$ cat src/core/nip_pkg.sv
/*
 * Shared constants of the nested interrupt priority controller.
 * Assumes a single core clock domain; imported whole by every module except nip_core_model.
 */
package nip_pkg;
   // Default number of maskable request sources
   localparam int NIP_SRC_DEFAULT = 8;
   // Priority field: two bits, level 0 is the highest
   localparam int NIP_LVL_W = 2;
   localparam int NIP_NUM_LVL = 4;
   localparam logic [1:0] NIP_LVL_HIGHEST = 2'h0;
   localparam logic [1:0] NIP_LVL_LOWEST = 2'h3;
   // Current service level when nothing is in service (below every level)
   localparam logic [2:0] NIP_CUR_NONE = 3'h4;
   // Reset values
   localparam logic NIP_ACK_EN_RESET = 1'b0;
   localparam logic [3:0] NIP_INSERV_RESET = 4'h0;
endpackage

$ cat src/core/nip_arb.sv
/*
 * Combinational priority arbiter: picks the pending source with the
 * highest priority level, lowest index on a tie.
 * Assumes pending flags and priority bits come from flops on the same clock.
 */
`timescale 1ns/10ps
module nip_arb
   import nip_pkg::*;
#(
   parameter int NUM_SRC = NIP_SRC_DEFAULT,
   parameter int IDX_W = $clog2(NUM_SRC)
) (
   input wire logic [NUM_SRC-1:0] reqPending,
   input wire logic [NUM_SRC-1:0] priorityUpperBit,
   input wire logic [NUM_SRC-1:0] priorityLowerBit,
   output logic winValid,
   output logic [IDX_W-1:0] winIdx,
   output logic [NIP_LVL_W-1:0] winLevel
);
   logic [NIP_LVL_W-1:0] srcLevel [NUM_SRC];

   // Upper bit and lower bit come from separate flag vectors
   for (genvar g = 0; g < NUM_SRC; g++) begin : gLevel
      assign srcLevel[g] = {priorityUpperBit[g], priorityLowerBit[g]};
   end

   // Strict less-than keeps the lowest index on equal levels
   always_comb begin
      winValid = 1'b0;
      winIdx = '0;
      winLevel = NIP_LVL_LOWEST;
      for (int i = 0; i < NUM_SRC; i++) begin
         if (reqPending[i] && (!winValid || srcLevel[i] < winLevel)) begin
            winValid = 1'b1;
            winIdx = IDX_W'(i);
            winLevel = srcLevel[i];
         end
      end
   end
endmodule

$ cat src/core/nip_ctrl.sv
/*
 * Nested interrupt priority controller, top level.
 * Holds pending requests, the global acknowledge enable, the stack of
 * in-service levels and the one-instruction hold-off after a return.
 * A return sets the enable again, as every routine was entered with it set.
 * Assumes the core reports instruction boundaries and the enable, disable
 * and return instructions as one-cycle pulses on core_clk, and that
 * peripheral requests are one-cycle pulses from logic on the same clock.
 */
`timescale 1ns/10ps
module nip_ctrl
   import nip_pkg::*;
#(
   parameter int NUM_SRC = NIP_SRC_DEFAULT,
   parameter int IDX_W = $clog2(NUM_SRC)
) (
   input wire logic core_clk,
   input wire logic rst_n,
   input wire logic [NUM_SRC-1:0] intReq,
   input wire logic [NUM_SRC-1:0] priorityUpperBit,
   input wire logic [NUM_SRC-1:0] priorityLowerBit,
   input wire logic enableIntrInstr,
   input wire logic disableIntrInstr,
   input wire logic retiInstr,
   input wire logic instrBoundary,
   output logic intAck,
   output logic [IDX_W-1:0] ackSource,
   output logic [NIP_LVL_W-1:0] ackLevel,
   output logic [NIP_NUM_LVL-1:0] inService,
   output logic globalAckEnableFlag,
   output logic [NUM_SRC-1:0] reqPending,
   output logic holdOff
);
   logic winValid;
   logic [IDX_W-1:0] winIdx;
   logic [NIP_LVL_W-1:0] winLevel;
   logic [2:0] curLevel;
   logic takeAck;
   logic [NIP_NUM_LVL-1:0] retireMask;

   nip_arb #(
      .NUM_SRC(NUM_SRC),
      .IDX_W(IDX_W)
   ) uArb (
      .reqPending(reqPending),
      .priorityUpperBit(priorityUpperBit),
      .priorityLowerBit(priorityLowerBit),
      .winValid(winValid),
      .winIdx(winIdx),
      .winLevel(winLevel)
   );

   // Current service level is the highest level still in service
   // Idle counts as level 4, so any real level compares as higher
   always_comb begin
      curLevel = NIP_CUR_NONE;
      retireMask = '0;
      for (int l = NIP_NUM_LVL - 1; l >= 0; l--) begin
         if (inService[l]) begin
            curLevel = 3'(l);
         end
      end
      if (curLevel != NIP_CUR_NONE) begin
         retireMask[curLevel[NIP_LVL_W-1:0]] = 1'b1;
      end
   end

   // Acknowledge only at an instruction boundary, never in a return cycle
   assign takeAck = instrBoundary && globalAckEnableFlag && !holdOff
      && !retiInstr && winValid
      && ({1'b0, winLevel} < curLevel);

   // Sticky pending flags; a new request wins over its own acknowledge
   always_ff @(posedge core_clk or negedge rst_n) begin
      if (!rst_n) begin
         reqPending <= '0;
      end else begin
         for (int i = 0; i < NUM_SRC; i++) begin
            if (intReq[i]) begin
               reqPending[i] <= 1'b1;
            end else if (takeAck && winIdx == IDX_W'(i)) begin
               reqPending[i] <= 1'b0;
            end
         end
      end
   end

   // Acknowledge clears the enable; the enable instruction or a return sets it.
   // Return brings back the enable the routine was entered with, which is
   // always set; otherwise a request held during a plain routine would starve.
   always_ff @(posedge core_clk or negedge rst_n) begin
      if (!rst_n) begin
         globalAckEnableFlag <= NIP_ACK_EN_RESET;
      end else if (takeAck) begin
         globalAckEnableFlag <= 1'b0;
      end else if (retiInstr) begin
         globalAckEnableFlag <= 1'b1;
      end else if (enableIntrInstr) begin
         globalAckEnableFlag <= 1'b1;
      end else if (disableIntrInstr) begin
         globalAckEnableFlag <= 1'b0;
      end
   end

   // In-service stack, one bit per level; return retires the top level
   always_ff @(posedge core_clk or negedge rst_n) begin
      if (!rst_n) begin
         inService <= NIP_INSERV_RESET;
      end else if (retiInstr) begin
         inService <= inService & ~retireMask;
      end else if (takeAck) begin
         inService[winLevel] <= 1'b1;
      end
   end

   // After a return one instruction must complete before the next acknowledge
   always_ff @(posedge core_clk or negedge rst_n) begin
      if (!rst_n) begin
         holdOff <= 1'b0;
      end else if (retiInstr) begin
         holdOff <= 1'b1;
      end else if (instrBoundary) begin
         holdOff <= 1'b0;
      end
   end

   // Registered acknowledge; source and level hold until the next one
   always_ff @(posedge core_clk or negedge rst_n) begin
      if (!rst_n) begin
         intAck <= 1'b0;
         ackSource <= '0;
         ackLevel <= NIP_LVL_HIGHEST;
      end else begin
         intAck <= takeAck;
         if (takeAck) begin
            ackSource <= winIdx;
            ackLevel <= winLevel;
         end
      end
   end

   // Checks on the acknowledge decision
   nest_ack_a: assert property (@(posedge core_clk) disable iff (!rst_n)
      (instrBoundary && globalAckEnableFlag && !holdOff && !retiInstr && winValid
       && curLevel != NIP_CUR_NONE && {1'b0, winLevel} < curLevel)
      |=> intAck && $countones(inService) >= 2)
      else $error("higher priority request not nested");

   enable_rearm_a: assert property (@(posedge core_clk) disable iff (!rst_n)
      (intAck && !enableIntrInstr && !retiInstr) |-> !globalAckEnableFlag ##1 !globalAckEnableFlag)
      else $error("second acknowledge without enable instruction");

   low_refuse_a: assert property (@(posedge core_clk) disable iff (!rst_n)
      (curLevel != NIP_CUR_NONE && !retiInstr && {1'b0, winLevel} >= curLevel)
      |=> !intAck)
      else $error("equal or lower priority request acknowledged");

   one_instr_a: assert property (@(posedge core_clk) disable iff (!rst_n)
      retiInstr ##1 (!instrBoundary || retiInstr) |=> !intAck ##1 !intAck)
      else $error("acknowledge before one main instruction ran");

   pend_keep_a: assert property (@(posedge core_clk) disable iff (!rst_n)
      (winValid && !takeAck) |=> reqPending[$past(winIdx)])
      else $error("refused request lost its pending flag");

   prio_enc_a: assert property (@(posedge core_clk) disable iff (!rst_n)
      winValid |-> winLevel == {priorityUpperBit[winIdx], priorityLowerBit[winIdx]})
      else $error("priority level not formed from upper and lower flags");

   ack_gate_a: assert property (@(posedge core_clk) disable iff (!rst_n)
      !globalAckEnableFlag |=> !intAck)
      else $error("acknowledge while enable flag clear");

   // Checks on the return hold-off, the paths that must acknowledge, pending set and the acknowledge outputs
   hold_set_a: assert property (@(posedge core_clk) disable iff (!rst_n)
      retiInstr |=> holdOff && !intAck)
      else $error("return did not start the hold-off");

   hold_block_a: assert property (@(posedge core_clk) disable iff (!rst_n)
      holdOff |=> !intAck)
      else $error("acknowledge during the hold-off");

   held_take_a: assert property (@(posedge core_clk) disable iff (!rst_n)
      (holdOff && instrBoundary && !retiInstr)
      ##1 (instrBoundary && globalAckEnableFlag && !retiInstr && winValid && curLevel == NIP_CUR_NONE)
      |=> intAck)
      else $error("held request not taken after one main instruction");

   pend_set_a: assert property (@(posedge core_clk) disable iff (!rst_n)
      (|intReq) |=> (reqPending & $past(intReq)) == $past(intReq))
      else $error("request did not become pending");

   enable_take_a: assert property (@(posedge core_clk) disable iff (!rst_n)
      (instrBoundary && globalAckEnableFlag && !holdOff && !retiInstr && winValid
       && curLevel == NIP_CUR_NONE)
      |=> intAck && !globalAckEnableFlag)
      else $error("enabled request not acknowledged");

   ack_single_a: assert property (@(posedge core_clk) disable iff (!rst_n)
      intAck |=> !intAck)
      else $error("two acknowledges without an enable between");

   service_mark_a: assert property (@(posedge core_clk) disable iff (!rst_n)
      intAck |-> inService[ackLevel])
      else $error("acknowledged level not marked in service");

   // Scenario covers: nesting once and twice, held request, blocked, return
   nest_twice_c: cover property (@(posedge core_clk) disable iff (!rst_n)
      intAck && $countones(inService) == 3);

   held_low_c: cover property (@(posedge core_clk) disable iff (!rst_n)
      retiInstr && winValid ##[1:20] intAck);

   blocked_c: cover property (@(posedge core_clk) disable iff (!rst_n)
      instrBoundary && winValid && !globalAckEnableFlag);

   nest_once_c: cover property (@(posedge core_clk) disable iff (!rst_n)
      intAck && $countones(inService) == 2);

   return_enable_c: cover property (@(posedge core_clk) disable iff (!rst_n)
      retiInstr && !globalAckEnableFlag ##1 globalAckEnableFlag);
endmodule

$ cat config.mk
export PLATFORM = sky130hd
export DESIGN_NAME = nip_ctrl
export DESIGN_NICKNAME = d
export VERILOG_FILES = /design/src/core/nip_pkg.sv /design/src/core/nip_arb.sv /design/src/core/nip_ctrl.sv
export SDC_FILE = /design/constraint.sdc
export NUM_CORES = 1
export LEC_CHECK = 0
export ABC_CLOCK_PERIOD_IN_PS = 4700
export BUFFER_PORTS_ARGS = -buffer_cell sky130_fd_sc_hd__buf_2
export CAP_MARGIN = 20
export CORE_MARGIN = 10
export CORE_UTILIZATION = 50
export DETAILED_ROUTE_END_ITERATION = 6
export MAX_ROUTING_LAYER = met4
export PLACE_DENSITY = 0.77
export SKIP_CTS_REPAIR_TIMING = 1
export SKIP_LAST_GASP = 1
export SLEW_MARGIN = 20
export SYNTH_ARGS = -nofsm -noshare
export SYNTH_HDL_FRONTEND = slang
export SYNTH_SLANG_ARGS = --single-unit
$ cat constraint.sdc
create_clock -name core_clk -period 4.7 [get_ports core_clk]
set_clock_uncertainty 0.15 [all_clocks]
set_input_delay 0.47 -clock core_clk [delete_from_list [all_inputs] [get_ports core_clk]]
set_output_delay 0.47 -clock core_clk [all_outputs]
set_load 0.01 [all_outputs]
======== Word-level counts from Yosys, hierarchy flattened ========
Cells that the tools add are included.
W data, S select, Z words.
cells by class
  $lt $le $gt $ge ......................... 12
  equal/unequal tests ..................... 8
  multiplexer cells ....................... 56
  bitwise gates (word level) .............. 3
  reduce and logical (&&, ||, !) cells .... 50
operators by type and width
  kind                  count
  $mux W1               33
  $mux W3               8
  $logic_and A1 B1 Y1   22
  $mux W2               10
  $reduce_bool A2 Y1    10
  $lt A2 B2 Y1          7
  $eq A3 B3 Y1 const B  4
  $mux W4               3
  $logic_not A1 Y1      9
  $logic_or A1 B1 Y1    7
  $eq A3 B2 Y1 const B  2
  $lt A2 B3 Y1 const B  2
  $and A4 B4 Y4         1
  $demux W1 S2          2
  $ge A2 B1 Y1 const B  2
  $not A4 Y4            1
  $or A4 B4 Y4          1
  $reduce_bool A4 Y1    1
  $eq A3 B1 Y1 const B  1
  $logic_not A3 Y1      1
  $lt A2 B3 Y1          1
  $ne A3 B3 Y1 const B  1
word-level totals
  bits in registers ....................... 20
  word-level logic and storage cells ...... 143

======== Logic depth before layout (Yosys ltp) ========
  depth in word-level cells ............... 36
  depth in mapped cells ................... 20
  mapped depth without buffers ............ 19

======== Cells and area by module ========
From an unflattened synthesis, not the netlist that was laid out.
unflattened totals
  cells, all modules ...................... 186
  area total of the unflattened synthesis .. 1600.3 µm²
by module, submodules not included
  module    times used  cells an instance  area an instance (µm²)
  nip_ctrl  1           80                 880.8
  nip_arb   1           106                719.4

======== Least setup slack after synthesis ========
No wires, ideal clock.
  path kind ............................... register -> register
  from .................................... register reqPending[1]
  to ...................................... register reqPending[0]
  setup time .............................. 0.140 ns
  arrival time ............................ 3.886 ns
  slack ................................... 0.525 ns
  cell stages (with the launch flop) ...... 20
  buffers on the path ..................... 0
  period minus slack after synthesis ...... 4.175 ns
  cell sequence ........................... dfrtp_1 nor2b_1 nor3_1 nand3_1 nor2b_1 inv_1 ha_1 or2_2 a21boi_4 nor2_4 mux2i_4 inv_2 ha_1 nor2_1 o21ai_0 or3_1 or3_4 nand2_4 and4_4 a41oi_2
between the ends
  word-level cells in the longest chain between the ends .. 30
ends and longest elaborated chain
  item                                                     line            text
  from (decl)                                              nip_ctrl.sv:31  output logic [NUM_SRC-1:0] reqPending,
  from (signal assigned)                                   nip_ctrl.sv:76  reqPending <= '0;
  from (signal, indexed assignment)                        nip_ctrl.sv:80  reqPending[i] <= 1'b1;
  from (signal, indexed assignment)                        nip_ctrl.sv:82  reqPending[i] <= 1'b0;
  $logic_and A1 B1 Y1 *                                    nip_arb.sv:33   if (reqPending[i] && (!winValid || srcLevel[i] < winLevel)) begin
  $mux W2 / $mux W1 (equally long branches)                nip_arb.sv:33
  $lt A2 B2 Y1 / $logic_not A1 Y1 (equally long branches)  nip_arb.sv:33
  $logic_or A1 B1 Y1                                       nip_arb.sv:33
  $logic_and A1 B1 Y1                                      nip_arb.sv:33
  $mux W2 / $mux W1 (equally long branches)                nip_arb.sv:33
  $lt A2 B2 Y1 / $logic_not A1 Y1 (equally long branches)  nip_arb.sv:33
  $logic_or A1 B1 Y1                                       nip_arb.sv:33
  [15 not listed]                                          n/a
  $logic_or A1 B1 Y1                                       nip_arb.sv:33
  $logic_and A1 B1 Y1                                      nip_arb.sv:33
  $mux W2 *                                                nip_arb.sv:33
  net uArb.winLevel[1]                                     nip_arb.sv:18   output logic [NIP_LVL_W-1:0] winLevel
  $lt A2 B3 Y1 *                                           nip_ctrl.sv:71  && ({1'b0, winLevel} < curLevel);
  $logic_and A1 B1 Y1 *                                    nip_ctrl.sv:71
  $logic_and A1 B1 Y1 *                                    nip_ctrl.sv:81  end else if (takeAck && winIdx == IDX_W'(i)) begin
  $reduce_bool A2 Y1 (no line) *                           n/a
The timed path passes the listed nets; every way through them passes the cells marked *.
A chain may end at the register's enable or synchronous reset.

======== Worst setup path after layout ========
Same ends and word-level chain as after synthesis.

==> results.md <==
Power:
- The internal power is 289 uW.
- For this design the ratio of total power to cell area is 203 nW/um^2.
- The reported net switching power is 151 uW.
- The total power is 439 uW.
- Sequential cells account for a little under half of the total power.
- The part of the power in combinational logic is 35.8%.
- The clock network power share is 18.4%.
- The switching power share of the total is 34.3%.
- The static leakage power is 0.951 nW.
- IR analysis of the VDD net gives a maximum drop of 168 uV.

CTS:
- Clock latency on the worst-skew pair, taken at its later pin, is 300 ps.
- The TritonCTS clock tree is built.
- No sink is reached through more buffers than the 2 on the longest clock path.
- CTS placed an instance of clkbuf_4 at the clock tree root.
- The clock net sink count is 20.
- The maximum level of the CTS H-tree is 1.
- The clock transition time at the flip-flop clock pins of the worst setup and hold paths is 110 ps.
- The CTS buffer count is 3.

Critical path:
- STA classifies the critical path startpoint as a flip-flop.
- The required time of the critical path is 4720 ps.
- The maximum net fanout on the critical path is 11.
- STA classifies the critical path endpoint as a flip-flop.
- By startpoint and endpoint, the worst setup path is classified as reg2reg.
- For the worst setup path, the data arrival time is 4380 ps.
- The worst-case register-to-register setup slack is 340 ps.

Floorplanning:
- After floorplanning, the core was divided into 21 placement rows.
- The total area inside the core boundary comes to 3360 um^2.
- The initial core utilization is a little over half.
- The height of the chip is 79.4 um.
- The horizontal die dimension is between 70 and 80 um.
- The die covers 6300 um^2.
- For this design the top-level I/O count stands at 50.

Logic synthesis:
- The count of unique library cells instantiated by Yosys is 66.
- The post-synthesis async set-or-reset flop share is 100%.
- The mean instance size in the synthesized netlist is 8.52 um^2.
- The total number of yosys warnings is 0.
- The post-synth design cell area is 1760 um^2.
- In this run, synthesis produced a sequential element count of 20.
- The most common cell in the synthesized netlist is nor2_1.
- Synthesis produced a netlist whose cell count is 207.
- The share of the synthesized area in the top cell type is 28.4%.
- By area the synthesized netlist is led by dfrtp_1 (28%), nor2_1 (5.1%), nand2b_1 (4.3%).
- Among all flip-flop cells after synthesis, the most frequent one is dfrtp_1.
- The cell taking the most area after synthesis is dfrtp_1.
- The post-synthesis net count is ~240.
- The sequential element share of the synthesized area is 28.4%.
- Sorting the synthesized cells by how often they occur yields nor2_1 (24), dfrtp_1 (20), nand2_1 (15), inv_1 (13), o21ai_0 (13).
- The number of enable-type register cells in the synthesized netlist is 0.

Timing:
- Setup total negative slack on the finished layout was measured at 0 ps.
- For the pin with the worst max-slew slack, the measured transition is 437 ps.
- In this run the tightest slew margin relative to its limit is 70.6%.
- After layout, the worst path uses 92.8% of the clock period.
- The number of pins with negative max-slew slack in the final report is 0.
- Setup repair after global routing left no endpoint under its margin.
- The highest clock rate is between 200 and 250 MHz.
- Hold is met by 179 ps.
- The number of hold violations in the final report is 0.
- The minimum period implied by the final worst setup slack is 4360 ps.
- Setup violations remaining at the end of the flow were counted as 0.

Outcome:
- The flow ran to the end, and the final reports show no timing, DRC or antenna violations.

Detailed routing:
- The final route contains around 1800 vias.
- The number of design rule violations left after detail routing is 0.
- After detailed routing, the average wire length per cell comes to 15.3 um.
- Before antenna repair, the detailed router went through 4 iterations.
- Once detail routing completed, the nets flagged for antenna violations numbered 0.
- After detailed routing, the number of vias per cell comes to roughly 5.7.
- Wires add up to 4810 um.
- The DRC marker count from the first detailed-route iteration is ~120.

Finish:
- The final layout contains 302 nets.
- The repair_antennas step left the layout with diodes totalling 0.
- The layout overhead on the synthesized area is 22.5%.
- The number of fill cells in the layout is 301.
- The fraction of layout cells with a size suffix above 1 is 36.9%.
- The share of the core filled with cells is 64.2%.
- The non-filler instance count after layout is around 310.

GRT:
- The global-route wire length before repair is between 8000 and 9000 um.
- After global routing the overflow that remains totals 0.
- The overall routing resource usage is 15.7%.
- The number of antenna violations at the first check in global routing is 0.
- The largest net degree at the start of global routing is 21.
- The number of global-route vias before repair came to roughly 1800.

Run:
- Across the run, the number of max-cap violations was 0.

Placement:
- In this run the tool buffered the top-level ports with 49 buffer cells.
- The HPWL after detailed placement is 3900 um.
- In this run, placement finished with an instance count of 310.
- The final estimated routing congestion in global placement is 0.934.

Worst hold path:
- The worst hold path belongs to the class in2reg.
-- final timing paths --
path	depth (start not counted)	start	to
max in group asynchronous	2	rst_n	reqPending[4]
worst min-delay path	2	intReq[6]	reqPending[6]
worst max register to register	19	reqPending[1]	reqPending[0]
min in group asynchronous	2	rst_n	ackLevel[0]
worst max-delay path	19	reqPending[1]	reqPending[0]
worst min register to register	1	ackSource[0]	ackSource[0]
-- worst max-delay path, stage by stage (launching register included) --
cell and delay [ps]:
dfrtp_1 390, nor2b_1 160, nor3_2 280, nand3_1 150, nor2b_1 290, inv_1 90
ha_1 270, or2_2 300, a21boi_4 200, nor2_4 90, mux2i_4 210, inv_2 70
ha_1 210, nor2_1 90, o21ai_0 120, or3_1 310, or3_4 360, nand2_4 130
and4_4 280, a41oi_2 110
-- kinds of logic after synthesis --
family,after synthesis,synth area share (%)
multiplexers,1,1.28
buffers and inverters,16,3.83
AND/OR/NAND/NOR,103,35.6
adder cells (fa/ha/maj),3,1.99
flip-flops,20,28.4
AO/OA/AOI/OAI,64,28.9
-- metrics by stage --
step	instance area (um^2)	setup slack (ps)
3_5_place_dp	2120	97.5
5_1_grt	2160	8.98
2_1_floorplan	1760	525
6_report	2160	336
3_3_place_gp	2120	238
4_1_cts	2150	195
-- metal layers --
layer / wire length (um) / up-vias / GRT usage, %
met5: 0 / - / -
met3: 353 / 5 / 3.38
met1: 2230 / 820 / 20.6
met4: 46 / 0 / 4.30
met2: 2180 / 68 / 23.9
li1: - / 891 / -
-- flip-flops by register name (all words and copies together) (netlist names) --
signal / count
ackSource: 3
globalAckEnableFlag: 1
holdOff: 1
ackLevel: 2
intAck: 1
reqPending: 8
inService: 4
-- area by class of cell --
type / count / area, um^2 / share of cell area [%]
multi-input cells: 171 / 1200 / 55.6
flip-flops and latches: 20 / 500 / 23.2
repair buffers: 59 / 323 / 14.9
well taps: 46 / 57.6 / 2.66
inverters: 15 / 56.3 / 2.61
clock buffers: 3 / 22.5 / 1.04
-- power groups by stage --
stage	Sequential, mW	Combinational [mW]	Clock, mW
6_report	0.201	0.157	0.0808
5_1_grt	0.204	0.178	0.0882
2_1_floorplan	0.213	0.0861	0
3_5_place_dp	0.204	0.156	0
4_1_cts	0.201	0.157	0.0809
3_3_place_gp	0.204	0.156	0
-- cell usage in the layout (no fill, tap or decap), types with 3 or more instances in the layout --
master    synthesis  routed
nand3_1           3       3
nor3b_2           4       4
nor2_1           24      24
o21ai_0          13      13
or3_4             4       4
nor3_1            4       3
buf_4             0       9
buf_2             0      49
dfrtp_1          20      20
a21o_1            3       3
inv_1            13      13
nor2b_1           9       9
nor3b_1           3       3
a211oi_1          3       3
nand4_1           4       4
nand2b_1         12      12
a21oi_2           3       3
clkbuf_4          0       3
nand2_1          15      15
a21oi_1           9       9
No activity file was read; power rests on OpenSTA's default activity.
